`config.mk`:
```
export PLATFORM = sky130hd
export DESIGN_NAME = temp_result_regs
export DESIGN_NICKNAME = d
export VERILOG_FILES = /design/src/verilog/temp_regs_pkg.sv /design/src/verilog/alarm_if.sv /design/src/verilog/remote_filter.sv /design/src/verilog/alarm_latch.sv /design/src/verilog/temp_result_regs.sv
export SDC_FILE = /design/constraint.sdc
export NUM_CORES = 1
export LEC_CHECK = 0
export ABC_AREA = 1
export BUFFER_PORTS_ARGS = -buffer_cell sky130_fd_sc_hd__buf_4
export CELL_PAD_IN_SITES_DETAIL_PLACEMENT = 0
export CELL_PAD_IN_SITES_GLOBAL_PLACEMENT = 1
export CORE_ASPECT_RATIO = 0.6
export CORE_MARGIN = 4
export CORE_UTILIZATION = 40
export DETAILED_ROUTE_END_ITERATION = 10
export GPL_TIMING_DRIVEN = 0
export PLACE_DENSITY = 0.76
export SYNTH_ARGS = -nofsm -noshare
export SYNTH_HDL_FRONTEND = slang
export SYNTH_SLANG_ARGS = --single-unit
```
`constraint.sdc`:
```
create_clock -name sys_clk -period 7.3 [get_ports sys_clk]
set_input_delay 0.73 -clock sys_clk [delete_from_list [all_inputs] [get_ports sys_clk]]
set_output_delay 0.73 -clock sys_clk [all_outputs]
set_load 0.1 [all_outputs]
```
`src/verilog/temp_regs_pkg.sv`:
```
package temp_regs_pkg;

  // ----------------------------------------------------------------
  // Register offsets
  // ----------------------------------------------------------------
  localparam logic [7:0] ADDR_LOCAL_TEMP = 8'h00;
  localparam logic [7:0] ADDR_REMOTE_HI = 8'h01;
  localparam logic [7:0] ADDR_STATUS = 8'h02;
  localparam logic [7:0] ADDR_LOCAL_HIGH = 8'h05;
  localparam logic [7:0] ADDR_RHIGH_HI = 8'h07;
  localparam logic [7:0] ADDR_RLOW_HI = 8'h08;
  localparam logic [7:0] ADDR_REMOTE_LO = 8'h10;
  localparam logic [7:0] ADDR_OFS_HI = 8'h11;
  localparam logic [7:0] ADDR_OFS_LO = 8'h12;
  localparam logic [7:0] ADDR_RHIGH_LO = 8'h13;
  localparam logic [7:0] ADDR_RLOW_LO = 8'h14;
  localparam logic [7:0] ADDR_CRIT = 8'h19;
  localparam logic [7:0] ADDR_HYST = 8'h21;
  localparam logic [7:0] ADDR_FILTER = 8'hbf;

  // ----------------------------------------------------------------
  // Values after reset
  // ----------------------------------------------------------------
  localparam logic [7:0] RST_LOCAL_HIGH = 8'h46;
  localparam logic [7:0] RST_RHIGH_HI = 8'h46;
  localparam logic [7:0] RST_ZERO = 8'h00;
  localparam logic [7:0] RST_CRIT = 8'h55;
  localparam logic [7:0] RST_HYST = 8'h0a;
  localparam logic [2:0] RST_CTRL = 3'h0;
  localparam logic [10:0] RST_READING = 11'h000;

  // ----------------------------------------------------------------
  // Field positions
  // ----------------------------------------------------------------
  localparam int STAT_LOCAL_HIGH = 6;
  localparam int STAT_REMOTE_HIGH = 4;
  localparam int STAT_REMOTE_LOW = 3;
  localparam int CTRL_COMPARATOR = 0;
  localparam int CTRL_FILTER_LSB = 1;
  localparam int COND_LOCAL_HIGH = 0;
  localparam int COND_REMOTE_HIGH = 1;
  localparam int COND_REMOTE_LOW = 2;
  localparam int FILTER_FRAC = 3;

  typedef enum logic [1:0] {FILT_OFF, FILT_MIN, FILT_MAX} filter_mode_t;

  // Joins a high byte and the three fraction bits of a low byte.
  function automatic logic [10:0] fmt11(input logic [7:0] hi, input logic [7:0] lo);
    fmt11 = {hi, lo[7:5]};
  endfunction

  // Places three fraction bits at the top of a low byte.
  function automatic logic [7:0] frac_byte(input logic [2:0] f);
    frac_byte = {f, 5'h00};
  endfunction

  // Maps the two filter select bits onto a filter strength.
  function automatic filter_mode_t filter_mode(input logic [1:0] sel);
    case (sel)
      2'h0: filter_mode = FILT_OFF;
      2'h3: filter_mode = FILT_MAX;
      default: filter_mode = FILT_MIN;
    endcase
  endfunction

endpackage

```
`src/verilog/alarm_if.sv`:
```
interface alarm_if;
  logic [2:0] cond;
  logic clear_rd;
  logic [2:0] latched;
  modport core (output cond, output clear_rd, input latched);
  modport latch (input cond, input clear_rd, output latched);
endinterface

```
`src/verilog/remote_filter.sv`:
```
module remote_filter
  import temp_regs_pkg::*;
(
  input wire logic sys_clk, // System clock.
  input wire logic rstn, // Asynchronous reset, active low.
  input wire logic in_valid, // New converter sample.
  input wire logic [10:0] in_data, // Signed sample, eighths of a degree.
  input wire logic [1:0] sel, // Filter select bits.
  output logic out_valid, // Filtered value updated.
  output logic [10:0] out_data // Filtered signed value.
);

  logic [13:0] acc;
  logic primed;
  logic [13:0] sample_ext;
  logic [13:0] step;
  filter_mode_t mode;

  // ----------------------------------------------------------------
  // First order smoothing
  // ----------------------------------------------------------------
  // Extra fraction bits keep small steps from being lost to truncation.
  always_comb begin
    mode = filter_mode(sel);
    sample_ext = {in_data, 3'h0};
    case (mode)
      FILT_MIN: step = 14'($signed(sample_ext - acc) >>> 1);
      FILT_MAX: step = 14'($signed(sample_ext - acc) >>> 2);
      default: step = 14'(sample_ext - acc);
    endcase
  end

  // The first sample loads directly so that start-up does not ramp from zero.
  always_ff @(posedge sys_clk or negedge rstn) begin
    if (!rstn) begin
      acc <= 14'h0000;
      primed <= 1'b0;
    end else if (in_valid) begin
      primed <= 1'b1;
      acc <= primed ? 14'(acc + step) : sample_ext;
    end
  end

  // Marks each new filtered value.
  always_ff @(posedge sys_clk or negedge rstn) begin
    if (!rstn) begin
      out_valid <= 1'b0;
    end else begin
      out_valid <= in_valid;
    end
  end

  assign out_data = acc[13:FILTER_FRAC];

  // ----------------------------------------------------------------
  // Checks
  // ----------------------------------------------------------------
  filter_bypass_a: assert property (
    @(posedge sys_clk) disable iff (!rstn)
    (in_valid && sel == 2'h0) |=> (out_data == $past(in_data) && out_valid))
    else $error("Unfiltered mode did not pass the sample through.");

endmodule

```
`src/verilog/alarm_latch.sv`:
```
module alarm_latch
  import temp_regs_pkg::*;
(
  input wire logic sys_clk, // System clock.
  input wire logic rstn, // Asynchronous reset, active low.
  alarm_if.latch al // Conditions in, latched alarms out.
);

  // ----------------------------------------------------------------
  // Sticky alarms
  // ----------------------------------------------------------------
  // A live condition always wins over a status read, so no event is lost.
  always_ff @(posedge sys_clk or negedge rstn) begin
    if (!rstn) begin
      al.latched <= 3'h0;
    end else begin
      al.latched <= al.cond | (al.latched & ~{3{al.clear_rd}});
    end
  end

  sticky_hold_a: assert property (
    @(posedge sys_clk) disable iff (!rstn)
    (!al.clear_rd && al.latched != 3'h0)
    |=> ((al.latched & $past(al.latched)) == $past(al.latched)))
    else $error("Latched alarm dropped without a status read.");

  read_clear_a: assert property (
    @(posedge sys_clk) disable iff (!rstn)
    (al.clear_rd && al.cond == 3'h0) |=> (al.latched == 3'h0) [*1])
    else $error("Status read did not clear a gone alarm.");

endmodule

```
`src/verilog/temp_result_regs.sv`:
```
// Summary of operation
// - Local die reading is a read-only 8-bit integer.
// - Remote high byte is two's complement, bit 0 weighs one degree.
// - Remote low byte holds three fraction bits; bits 4 to 0 read zero.
// - Signed offset is added to the filtered converter output to form the result.
// - Local high setpoint is read-write and resets to 0x46.
// - Remote high setpoint uses reading format, resets to 0x46 and zero.
// - Remote low setpoint uses reading format and resets to zero.
// - Critical limit is an 8-bit integer resetting to 0x55.
// - Critical limit is written only while the unlock bit is one.
// - After one unlocked write the critical limit is frozen until reset.
// - Critical flag holds until remote falls below limit minus hysteresis.
// - Filter select: 00 off, 01 or 10 minimal, 11 maximum; resets to 00.
// - Comparator bit set makes alert follow live conditions.
// - Alarm bits latch until read, then clear only if condition is gone.
// - Local above local high setpoint sets status bit 6 and alerts.
// - Remote above remote high setpoint sets status bit 4 and alerts.
// - Remote below remote low setpoint sets status bit 3 and alerts.
module temp_result_regs
  import temp_regs_pkg::*;
(
  input wire logic sys_clk, // System clock, 25 MHz.
  input wire logic rstn, // Asynchronous reset, active low.
  input wire logic sample_valid, // One-cycle pulse with new converter outputs.
  input wire logic [7:0] local_adc, // Local die converter output.
  input wire logic [10:0] remote_adc, // Remote converter output, signed eighths.
  input wire logic critical_limit_unlock, // Configuration unlock bit level.
  input wire logic [7:0] reg_addr, // Register address.
  input wire logic reg_wr, // One-cycle write strobe.
  input wire logic [7:0] reg_wdata, // Write data.
  input wire logic reg_rd, // One-cycle read strobe.
  output logic [7:0] reg_rdata, // Read data, valid the cycle after reg_rd.
  output logic critical_temp_flag, // Critical temperature level.
  output logic alert_n_out, // Alert pin level when driven.
  output logic alert_n_oe // Alert pin enable, high while pulling low.
);

  logic [7:0] local_temp;
  logic [10:0] remote_result;
  logic [2:0] lo_shadow;
  logic lo_frozen;
  logic [7:0] local_high;
  logic [7:0] rhigh_hi;
  logic [7:0] rhigh_lo;
  logic [7:0] rlow_hi;
  logic [7:0] rlow_lo;
  logic [7:0] ofs_hi;
  logic [7:0] ofs_lo;
  logic [7:0] critical_limit;
  logic [7:0] critical_hyst;
  logic crit_used;
  logic [2:0] ctrl;
  logic filt_valid;
  logic [10:0] filt_data;
  logic [9:0] remote_int;
  logic [9:0] crit_ext;
  logic [9:0] crit_release;
  logic [7:0] status_byte;
  logic [7:0] next_rdata;
  logic wr_crit_ok;

  alarm_if al_bus();

  // ----------------------------------------------------------------
  // Remote filter and alarm latch
  // ----------------------------------------------------------------
  remote_filter u_filter (
    .sys_clk(sys_clk),
    .rstn(rstn),
    .in_valid(sample_valid),
    .in_data(remote_adc),
    .sel(ctrl[CTRL_FILTER_LSB +: 2]),
    .out_valid(filt_valid),
    .out_data(filt_data)
  );

  alarm_latch u_latch (
    .sys_clk(sys_clk),
    .rstn(rstn),
    .al(al_bus.latch)
  );

  // ----------------------------------------------------------------
  // Readings
  // ----------------------------------------------------------------
  // Local reading is stored as delivered; software cannot write it.
  always_ff @(posedge sys_clk or negedge rstn) begin
    if (!rstn) begin
      local_temp <= RST_ZERO;
    end else if (sample_valid) begin
      local_temp <= local_adc;
    end
  end

  // The offset joins the result after filtering; wrap-around is not saturated.
  always_ff @(posedge sys_clk or negedge rstn) begin
    if (!rstn) begin
      remote_result <= RST_READING;
    end else if (filt_valid) begin
      remote_result <= 11'(filt_data + fmt11(ofs_hi, ofs_lo));
    end
  end

  // A high byte read snapshots the fraction bits, so a conversion landing
  // between the two reads cannot tear the sample.
  always_ff @(posedge sys_clk or negedge rstn) begin
    if (!rstn) begin
      lo_shadow <= 3'h0;
      lo_frozen <= 1'b0;
    end else if (reg_rd && reg_addr == ADDR_REMOTE_HI) begin
      lo_shadow <= remote_result[2:0];
      lo_frozen <= 1'b1;
    end else if (reg_rd && reg_addr == ADDR_REMOTE_LO) begin
      lo_frozen <= 1'b0;
    end
  end

  // ----------------------------------------------------------------
  // Setpoints and control
  // ----------------------------------------------------------------
  // Low bytes keep only the three fraction bits; the rest read as zero.
  always_ff @(posedge sys_clk or negedge rstn) begin
    if (!rstn) begin
      local_high <= RST_LOCAL_HIGH;
      rhigh_hi <= RST_RHIGH_HI;
      rhigh_lo <= RST_ZERO;
      rlow_hi <= RST_ZERO;
      rlow_lo <= RST_ZERO;
      ofs_hi <= RST_ZERO;
      ofs_lo <= RST_ZERO;
      critical_hyst <= RST_HYST;
      ctrl <= RST_CTRL;
    end else if (reg_wr) begin
      case (reg_addr)
        ADDR_LOCAL_HIGH: local_high <= reg_wdata;
        ADDR_RHIGH_HI: rhigh_hi <= reg_wdata;
        ADDR_RHIGH_LO: rhigh_lo <= frac_byte(reg_wdata[7:5]);
        ADDR_RLOW_HI: rlow_hi <= reg_wdata;
        ADDR_RLOW_LO: rlow_lo <= frac_byte(reg_wdata[7:5]);
        ADDR_OFS_HI: ofs_hi <= reg_wdata;
        ADDR_OFS_LO: ofs_lo <= frac_byte(reg_wdata[7:5]);
        ADDR_HYST: critical_hyst <= reg_wdata;
        ADDR_FILTER: ctrl <= reg_wdata[2:0];
        default: ctrl <= ctrl;
      endcase
    end
  end

  assign wr_crit_ok = reg_wr && reg_addr == ADDR_CRIT && critical_limit_unlock && !crit_used;

  // Only the first unlocked write lands; reset alone re-arms it.
  always_ff @(posedge sys_clk or negedge rstn) begin
    if (!rstn) begin
      critical_limit <= RST_CRIT;
      crit_used <= 1'b0;
    end else if (wr_crit_ok) begin
      critical_limit <= reg_wdata;
      crit_used <= 1'b1;
    end
  end

  // ----------------------------------------------------------------
  // Critical flag with hysteresis
  // ----------------------------------------------------------------
  // Ten signed bits hold the whole-degree reading and limit minus hysteresis.
  always_comb begin
    remote_int = {{2{remote_result[10]}}, remote_result[10:3]};
    crit_ext = {2'h0, critical_limit};
    crit_release = 10'(crit_ext - {2'h0, critical_hyst});
  end

  always_ff @(posedge sys_clk or negedge rstn) begin
    if (!rstn) begin
      critical_temp_flag <= 1'b0;
    end else if ($signed(remote_int) > $signed(crit_ext)) begin
      critical_temp_flag <= 1'b1;
    end else if ($signed(remote_int) < $signed(crit_release)) begin
      critical_temp_flag <= 1'b0;
    end
  end

  // ----------------------------------------------------------------
  // Alarm conditions and alert pin
  // ----------------------------------------------------------------
  always_comb begin
    al_bus.cond[COND_LOCAL_HIGH] = $signed(local_temp) > $signed(local_high);
    al_bus.cond[COND_REMOTE_HIGH] =
      $signed(remote_result) > $signed(fmt11(rhigh_hi, rhigh_lo));
    al_bus.cond[COND_REMOTE_LOW] =
      $signed(remote_result) < $signed(fmt11(rlow_hi, rlow_lo));
    al_bus.clear_rd = reg_rd && reg_addr == ADDR_STATUS;
  end

  // Normal mode follows the latched alarms; comparator mode follows the
  // live conditions so the pin drops as soon as the cause is gone.
  always_ff @(posedge sys_clk or negedge rstn) begin
    if (!rstn) begin
      alert_n_oe <= 1'b0;
    end else if (ctrl[CTRL_COMPARATOR]) begin
      alert_n_oe <= |al_bus.cond;
    end else begin
      alert_n_oe <= |al_bus.latched;
    end
  end

  assign alert_n_out = 1'b0;

  // ----------------------------------------------------------------
  // Read mux
  // ----------------------------------------------------------------
  always_comb begin
    status_byte = 8'h00;
    status_byte[STAT_LOCAL_HIGH] = al_bus.latched[COND_LOCAL_HIGH];
    status_byte[STAT_REMOTE_HIGH] = al_bus.latched[COND_REMOTE_HIGH];
    status_byte[STAT_REMOTE_LOW] = al_bus.latched[COND_REMOTE_LOW];
    case (reg_addr)
      ADDR_LOCAL_TEMP: next_rdata = local_temp;
      ADDR_REMOTE_HI: next_rdata = remote_result[10:3];
      ADDR_REMOTE_LO:
        next_rdata = frac_byte(lo_frozen ? lo_shadow : remote_result[2:0]);
      ADDR_STATUS: next_rdata = status_byte;
      ADDR_LOCAL_HIGH: next_rdata = local_high;
      ADDR_RHIGH_HI: next_rdata = rhigh_hi;
      ADDR_RHIGH_LO: next_rdata = rhigh_lo;
      ADDR_RLOW_HI: next_rdata = rlow_hi;
      ADDR_RLOW_LO: next_rdata = rlow_lo;
      ADDR_OFS_HI: next_rdata = ofs_hi;
      ADDR_OFS_LO: next_rdata = ofs_lo;
      ADDR_CRIT: next_rdata = critical_limit;
      ADDR_HYST: next_rdata = critical_hyst;
      ADDR_FILTER: next_rdata = {5'h00, ctrl};
      default: next_rdata = 8'h00;
    endcase
  end

  // Read data is held until the next read strobe.
  always_ff @(posedge sys_clk or negedge rstn) begin
    if (!rstn) begin
      reg_rdata <= 8'h00;
    end else if (reg_rd) begin
      reg_rdata <= next_rdata;
    end
  end

  // ----------------------------------------------------------------
  // Checks
  // ----------------------------------------------------------------
  local_reading_a: assert property (
    @(posedge sys_clk) disable iff (!rstn)
    sample_valid |=> local_temp == $past(local_adc))
    else $error("Local reading did not take the converter value.");

  remote_lo_zero_a: assert property (
    @(posedge sys_clk) disable iff (!rstn)
    (reg_rd && reg_addr == ADDR_REMOTE_LO) |=> reg_rdata[4:0] == 5'h00)
    else $error("Remote low byte bits 4 to 0 not zero.");

  low_byte_frozen_a: assert property (
    @(posedge sys_clk) disable iff (!rstn)
    (reg_rd && reg_addr == ADDR_REMOTE_LO && lo_frozen)
    |=> (reg_rdata[7:5] == $past(lo_shadow) && !lo_frozen))
    else $error("Low byte not coherent with the high byte read.");

  offset_sum_a: assert property (
    @(posedge sys_clk) disable iff (!rstn)
    filt_valid |=> remote_result == 11'($past(filt_data) + $past(fmt11(ofs_hi, ofs_lo))))
    else $error("Remote result is not filtered value plus offset.");

  crit_reset_a: assert property (
    @(posedge sys_clk)
    $rose(rstn) |-> (critical_limit == RST_CRIT && local_high == RST_LOCAL_HIGH))
    else $error("Limits not at their reset values.");

  crit_frozen_a: assert property (
    @(posedge sys_clk) disable iff (!rstn)
    (crit_used && reg_wr && reg_addr == ADDR_CRIT) |=> $stable(critical_limit))
    else $error("Critical limit changed after its single write.");

  crit_hold_a: assert property (
    @(posedge sys_clk) disable iff (!rstn)
    (critical_temp_flag && !($signed(remote_int) < $signed(crit_release))) |=> critical_temp_flag)
    else $error("Critical flag released above the hysteresis point.");

  comparator_alert_a: assert property (
    @(posedge sys_clk) disable iff (!rstn)
    (ctrl[CTRL_COMPARATOR] && al_bus.cond == 3'h0) ##1 ctrl[CTRL_COMPARATOR] |-> !alert_n_oe)
    else $error("Comparator alert stayed on without a condition.");

  local_high_a: assert property (
    @(posedge sys_clk) disable iff (!rstn)
    ($signed(local_temp) > $signed(local_high)) |=> status_byte[STAT_LOCAL_HIGH])
    else $error("Local high alarm not latched.");

  remote_high_a: assert property (
    @(posedge sys_clk) disable iff (!rstn)
    ($signed(remote_result) > $signed(fmt11(rhigh_hi, rhigh_lo)))
    |=> status_byte[STAT_REMOTE_HIGH])
    else $error("Remote high alarm not latched.");

  remote_low_a: assert property (
    @(posedge sys_clk) disable iff (!rstn)
    ($signed(remote_result) < $signed(fmt11(rlow_hi, rlow_lo))) |=> status_byte[STAT_REMOTE_LOW])
    else $error("Remote low alarm not latched.");

endmodule

```
# Word-level counts from Yosys, hierarchy flattened
# Index checks and enable logic that the tools add are counted.
[totals] wordCells=82 output_inout_bits=11 regBits=113
[op_classes] mux=10 reduce_logical=22 n_eq_ne=16 n_lt_le_gt_ge=5 addsub=4 bitwise_logic=3
[ops] op="$pmux W8 S14" count=1
[ops] op="$eq A8 B5 Y1 const B" count=6
[ops] op="$pmux W13 S2" count=1
[ops] op="$reduce_and A2 Y1" count=9
[ops] op="$eq A8 B3 Y1 const B" count=2
[ops] op="$add A14 B14 Y14" count=1
[ops] op="$mux W14" count=1
[ops] op="$sub A14 B14 Y14" count=1
[ops] op="$add A11 B11 Y11" count=1
[ops] op="$gt A11 B11 Y1" count=1
[ops] op="$lt A11 B11 Y1" count=1
[ops] op="$gt A8 B9 Y1" count=1
[ops] op="$lt A8 B9 Y1" count=1
[ops] op="$sub A8 B8 Y9" count=1
[ops] op="$eq A8 B1 Y1 const B" count=1
[ops] op="$eq A8 B2 Y1 const B" count=1
[ops] op="$eq A8 B4 Y1 const B" count=1
[ops] op="$eq A8 B6 Y1 const B" count=1
[ops] op="$eq A8 B8 Y1 const B" count=1
[ops] op="$gt A8 B8 Y1" count=1
[ops] op="$logic_not A8 Y1" count=1
[ops] op="$logic_and A1 B1 Y1" count=6
[ops] op="$reduce_or A3 Y1" count=2
[ops] op="$mux W1" count=5
[ops] op="other kinds (10)" count=12

# Depth between registers and ports, before layout
[depth] word_depth=6 ltp_mapped=25 ltp_nobuf=25

# Modules after synthesis
# Synthesis repeated with hierarchy kept, for this count alone.
[hier_totals] hier_cells=1240 area_unflattened_um2=9004.9
[modules_own_cells] mod="temp_result_regs" seq_area_each_um2=2367.3 cells_each=846 instances=1 area_per_inst_um2=6448.7
[modules_own_cells] mod="remote_filter" seq_area_each_um2=400.4 cells_each=381 instances=1 area_per_inst_um2=2443.6
[modules_own_cells] mod="alarm_latch" seq_area_each_um2=75.1 cells_each=13 instances=1 area_per_inst_um2=112.6

# Worst setup path after synthesis
# Ideal clock, no wire load.
[synth_path] kind="in2reg" start="input remote_adc[1]" end="register u_filter.acc[12]" stages=18 setup_time_ps=133 path_buffers=0 required_time_ps=7167 path_slack_ps=4143 arrival_ps=3024 path_cell_list="ha_1 a21oi_1 nand2_1 nand2_1 nand2_1 xor2_1 or2_2 nand2_1 inv_1 ha_1 a21oi_1 o21ai_0 a21oi_1 nand3_1 a21oi_1 o21ai_0 nand2_1 o21ai_0"
[synth_between] elab_chain_len=4
[synth_rtl] element="start, declared" line="temp_result_regs.sv:26" text="input wire logic [10:0] remote_adc,"
[synth_rtl] element="$sub A14 B14 Y14" line="remote_filter.sv:27, remote_filter.sv:28, remote_filter.sv:29"
[synth_rtl] element="$pmux W13 S2" line="remote_filter.sv:26" text="case (mode)"
[synth_rtl] element="$add A14 B14 Y14" line="remote_filter.sv:40" text="acc <= primed ? 14'(acc + step) : sample_ext;"
[synth_rtl] element="$mux W14" line="remote_filter.sv:40"
[synth_rtl] element="end signal, assigned" line="remote_filter.sv:40"
[synth_rtl] element="end, declared" line="remote_filter.sv:13" text="logic [13:0] acc;"
# Every way passes these cells.
# A chain may end at the register's enable or synchronous reset.

# Worst setup path in the final report
[layout_path] start="register u_filter.acc[4]" end="register u_filter.acc[13]"
[layout_between] elab_chain_len=4
[layout_rtl] element="$sub A14 B14 Y14" line="remote_filter.sv:27, remote_filter.sv:28, remote_filter.sv:29"
[layout_rtl] element="$pmux W13 S2" line="remote_filter.sv:26"
[layout_rtl] element="$add A14 B14 Y14 (*)" line="remote_filter.sv:40"
[layout_rtl] element="$mux W14 (*)" line="remote_filter.sv:40"
# Mark *: on every way between the ends. The rest lies on a longest branch, timed or not.

==> flow_metrics.py <==
metrics = {
    "yosys": {
        "syn_avg_cell_area_um2": 7.29,
        "synth.area.mux_share": 0,
        "synth_compound_gate_area_share": 0.165,
        "yosys-top-cells-area": "dfrtp_1, nand2_1, ha_1",
        "ys.flop_type": "dfrtp_1",
        "syn_nets": 1295,
        "yosysTopAreaCellShare": 0.299,
        "synth_fa_ha_area_frac": 0.142,
        "yosys_register_bits": 113,
        "syn_inst": 1160,
        "synth-async-reset-ratio": 1.00,
        "yosys_warnings": 0,
        "synth_xor_area_frac": 0.0269,
        "synth_edf_count": 0,
        "synth_simple_gate_area_frac": 0.236,
        "ys_types": 51,
        "syn_area_mm2": 0.00846,
        "synth_top_family_by_area": "simple AND/OR/NAND/NOR gates",
        "yosysTopAreaCell": "dfrtp_1",
        "ys_seq_area_frac": 0.336,
    },
    "floorplanning": {
        "ios": 52,
        "dieArea_mm2": 0.0236,
        "die_x_um": 196,
        "core_area_mm2": 0.0204,
        "core.rowCount": 40,
        "die_y_um": 121,
        "start_util": 0.415,
    },
    "cts": {
        "clock-sinks": 113,
        "worst_skew_pair.late_latency_ns": 0.43,
        "post_cts_resized": 0,
        "clk_pin_slew_worst_paths_ns": 0.06,
        "cts_setup_buffers": 0,
        "cts_root_buf": "clkbuf_16",
        "htreeDepth": 4,
        "clockBufferDepth": 2,
        "cts_tree": "built",
        "cts_hold_buf": 0,
        "cts_buffers": 17,
    },
    "placed_design": {
        "io_buffer_count": 49,
        "dp_hpwl_mm": 22.8,
        "gp_congestion": 0.958,
        "placed_area_mm2": 0.00920,
    },
    "drt": {
        "postRouteWirelength_mm": 28.6,
        "drtIter0Drc": 846,
        "remaining_drc_errors": 0,
        "antenna_left": 0,
        "avgRoutedWirePerCell_um": 18.9,
        "wl_met2_mm": 9.86,
        "drt_first_pass_iters": 6,
        "met3RoutedLength_mm": 2.80,
        "top_layer_used": "met4",
        "vias_per_cell": 5.31,
        "vias": 8038,
        "wl_met1_mm": 15.7,
    },
    "critical_path": {
        "cp_max_fo": 4,
        "path_cells": "inv_1 > ha_1 > nand2_1 > inv_1 > nand3_1 > o21ai_0 > xnor2_1 > inv_1 > nand2_1 > nand3_1 > o21ai_0 > inv_1 > ha_1 > a21oi_1 > o21ai_0 > nor2_1 > nor2_1 > nor2_1 > inv_1 > nand2_1 > nand3_1 > nand2_1 > nand2_1",
        "critical_path.startpoint": "u_filter.acc[4]",
        "path_class": "reg -> reg",
        "cpPeakStageDelay_ns": 0.40,
        "r2r-start": "u_filter.acc[4]",
        "cp.arrival_ns": 4.11,
        "cp.required_ns": 7.62,
        "worstSetupStartpointType": "flip-flop",
        "crit_slowest_cell": "dfrtp_1",
        "endpoint_kind": "flip-flop",
    },
    "finish": {
        "syn_to_final_growth_pct": 15.4,
        "drive_above_1_share": 0.102,
        "diodes": 0,
        "fin_area_mm2": 0.00976,
        "fillerInstances": 2069,
        "regArea_mm2": 0.00284,
        "multi_input_area_mm2": 0.00482,
        "fin_nets": 1364,
    },
    "power_and_ir_drop": {
        "ir_worst_vdd_mv": 0.187,
        "p_per_area_mw_per_mm2": 382,
        "p_leak_nw": 4.86,
    },
    "global_route": {
        "grt_util_all_layers": 0.244,
        "antenna_found_initial": 0,
        "grt-ovfl-total": 0,
        "grt_pass1_vias": 7199,
        "grt_pass1_wl_mm": 43.5,
        "grt_max_degree": 81,
    },
    "timing": {
        "final-setup-viol-count": 0,
        "relSlewSlack": 0.440,
        "fin_tns_setup_ns": 0,
        "rsz0062_at_grt": "no",
        "min_period_over_period": 0.519,
        "slew_viol_final": 0,
        "finalCriticalPeriod_ns": 3.79,
        "clock.fmax_mhz": 264,
        "tightest_slew_ns": 0.834,
        "report.final.hold_viol_count": 0,
        "skew_ns": 0.0128,
        "hold_ws_ns": 0.192,
    },
    "hold_path": {
        "min-delay-path-class": "in -> async",
    },
    "flow_run": {
        "max-cap-violations": 0,
    },
    "run_status": {
        "outcome": "finished, final reports clean",
    },
}
stage by stage:
step                      worst slack, ns  power [W]  std cells  utilization
after floorplan                      4.14    0.00232       1160            -
after global placement               3.28    0.00285       1482        0.450
after detailed placement             3.31    0.00287       1483        0.452
after CTS                            3.53    0.00368       1515        0.479
after global routing                 3.15    0.00405       1515        0.479
final                                3.51    0.00373       1515        0.479
Yosys cell counts (4+ instances only):
cell type  instances
nor2_1            59
o21ai_0          124
nand3b_1           4
nand4_1           16
o21ai_2            8
o21ai_1            5
ha_1              91
a31oi_1            5
o22ai_1           20
xor2_1            18
dfstp_2           12
nor3_1            13
a21oi_1           59
dfrtp_1          101
inv_1            177
a21o_1             4
nand2_2            7
nand3_1           58
inv_2              5
nand2_1          305
xnor2_1            8
clkbuf_1          14
area by class of cell:
class                   instances  share of cell area
repair buffers                 50              0.0409
well taps                     273              0.0350
clock buffers                  23              0.0490
clock inverters                 9             0.00872
flip-flops and latches        113               0.291
multi-input cells             843               0.494
plain buffers                  21              0.0112
inverters                     183              0.0704
registers in the layout (all words and copies together) (netlist names), 8 cells and up:
name            flops
ofs_hi              8
u_filter.acc       14
reg_rdata           8
local_high          8
remote_result      11
local_temp          8
critical_limit      8
rhigh_hi            8
critical_hyst       8
rlow_hi             8
critical path, delay by kind of cell, from the launching register on:
family / cells / cell delay (ns)
flops: 1 / 0.40
fa+ha+maj: 2 / 0.71
compound gates: 4 / 0.81
buf+inv: 5 / 0.46
simple gates: 11 / 1.12
xor+xnor: 1 / 0.16
per-layer routing:
metal	track usage	up-vias
met4	0.0379	0
met1	0.413	3760
met2	0.290	289
met3	0.0763	17
met5	0	-
li1	-	3972
logic make-up after synthesis:
family                   Yosys count
flip-flops                       113
XOR/XNOR                          26
other                              1
AND/OR/NAND/NOR                  473
adder cells (fa/ha/maj)           94
AO/OA/AOI/OAI                    249
buffers and inverters            204
path summary, 6_finish.rpt:
kind	end	slack (ns)	cells after the start
max	u_filter.acc[13]	3.51	23
min	reg_rdata[7]	0.19	1
max reg2reg	u_filter.acc[13]	3.51	23
min reg2reg	rhigh_hi[6]	0.47	2
max in group asynchronous	local_high[6]	6.36	2
min in group sys_clk	u_filter.out_valid	0.44	1
placed cells by master, fill, tap and decap left out, types with 4 or more instances in the layout:
cell type,Yosys,routed
buf_6,3,4
ha_1,91,91
o21ai_1,5,5
inv_1,177,177
o21ai_0,124,124
o22ai_1,20,20
nand4_1,16,16
dfrtp_1,101,101
a21o_1,4,4
buf_4,1,49
clkbuf_16,0,17
o21ai_2,8,8
dfstp_2,12,12
clkbuf_1,14,17
nand2_2,7,7
a21oi_1,59,59
nor2_1,59,59
nand2_1,305,305
nor3_1,13,13
a31oi_1,5,5
xor2_1,18,18
xnor2_1,8,8
inv_2,5,5
nand3b_1,4,4
nand3_1,58,58
where the power goes:
| part | switching (W) | total, W | internal, W | leakage (nW) |
|---|---|---|---|---|
| clock | 0.000313 | 0.000807 | 0.000494 | 0.269 |
| combinational | 0.00131 | 0.00205 | 0.000743 | 3.18 |
| sequential | 0.000143 | 0.000867 | 0.000724 | 1.42 |
| total | 0.00177 | 0.00373 | 0.00196 | 4.86 |
Note: power is estimated with default switching activity, not from simulation.
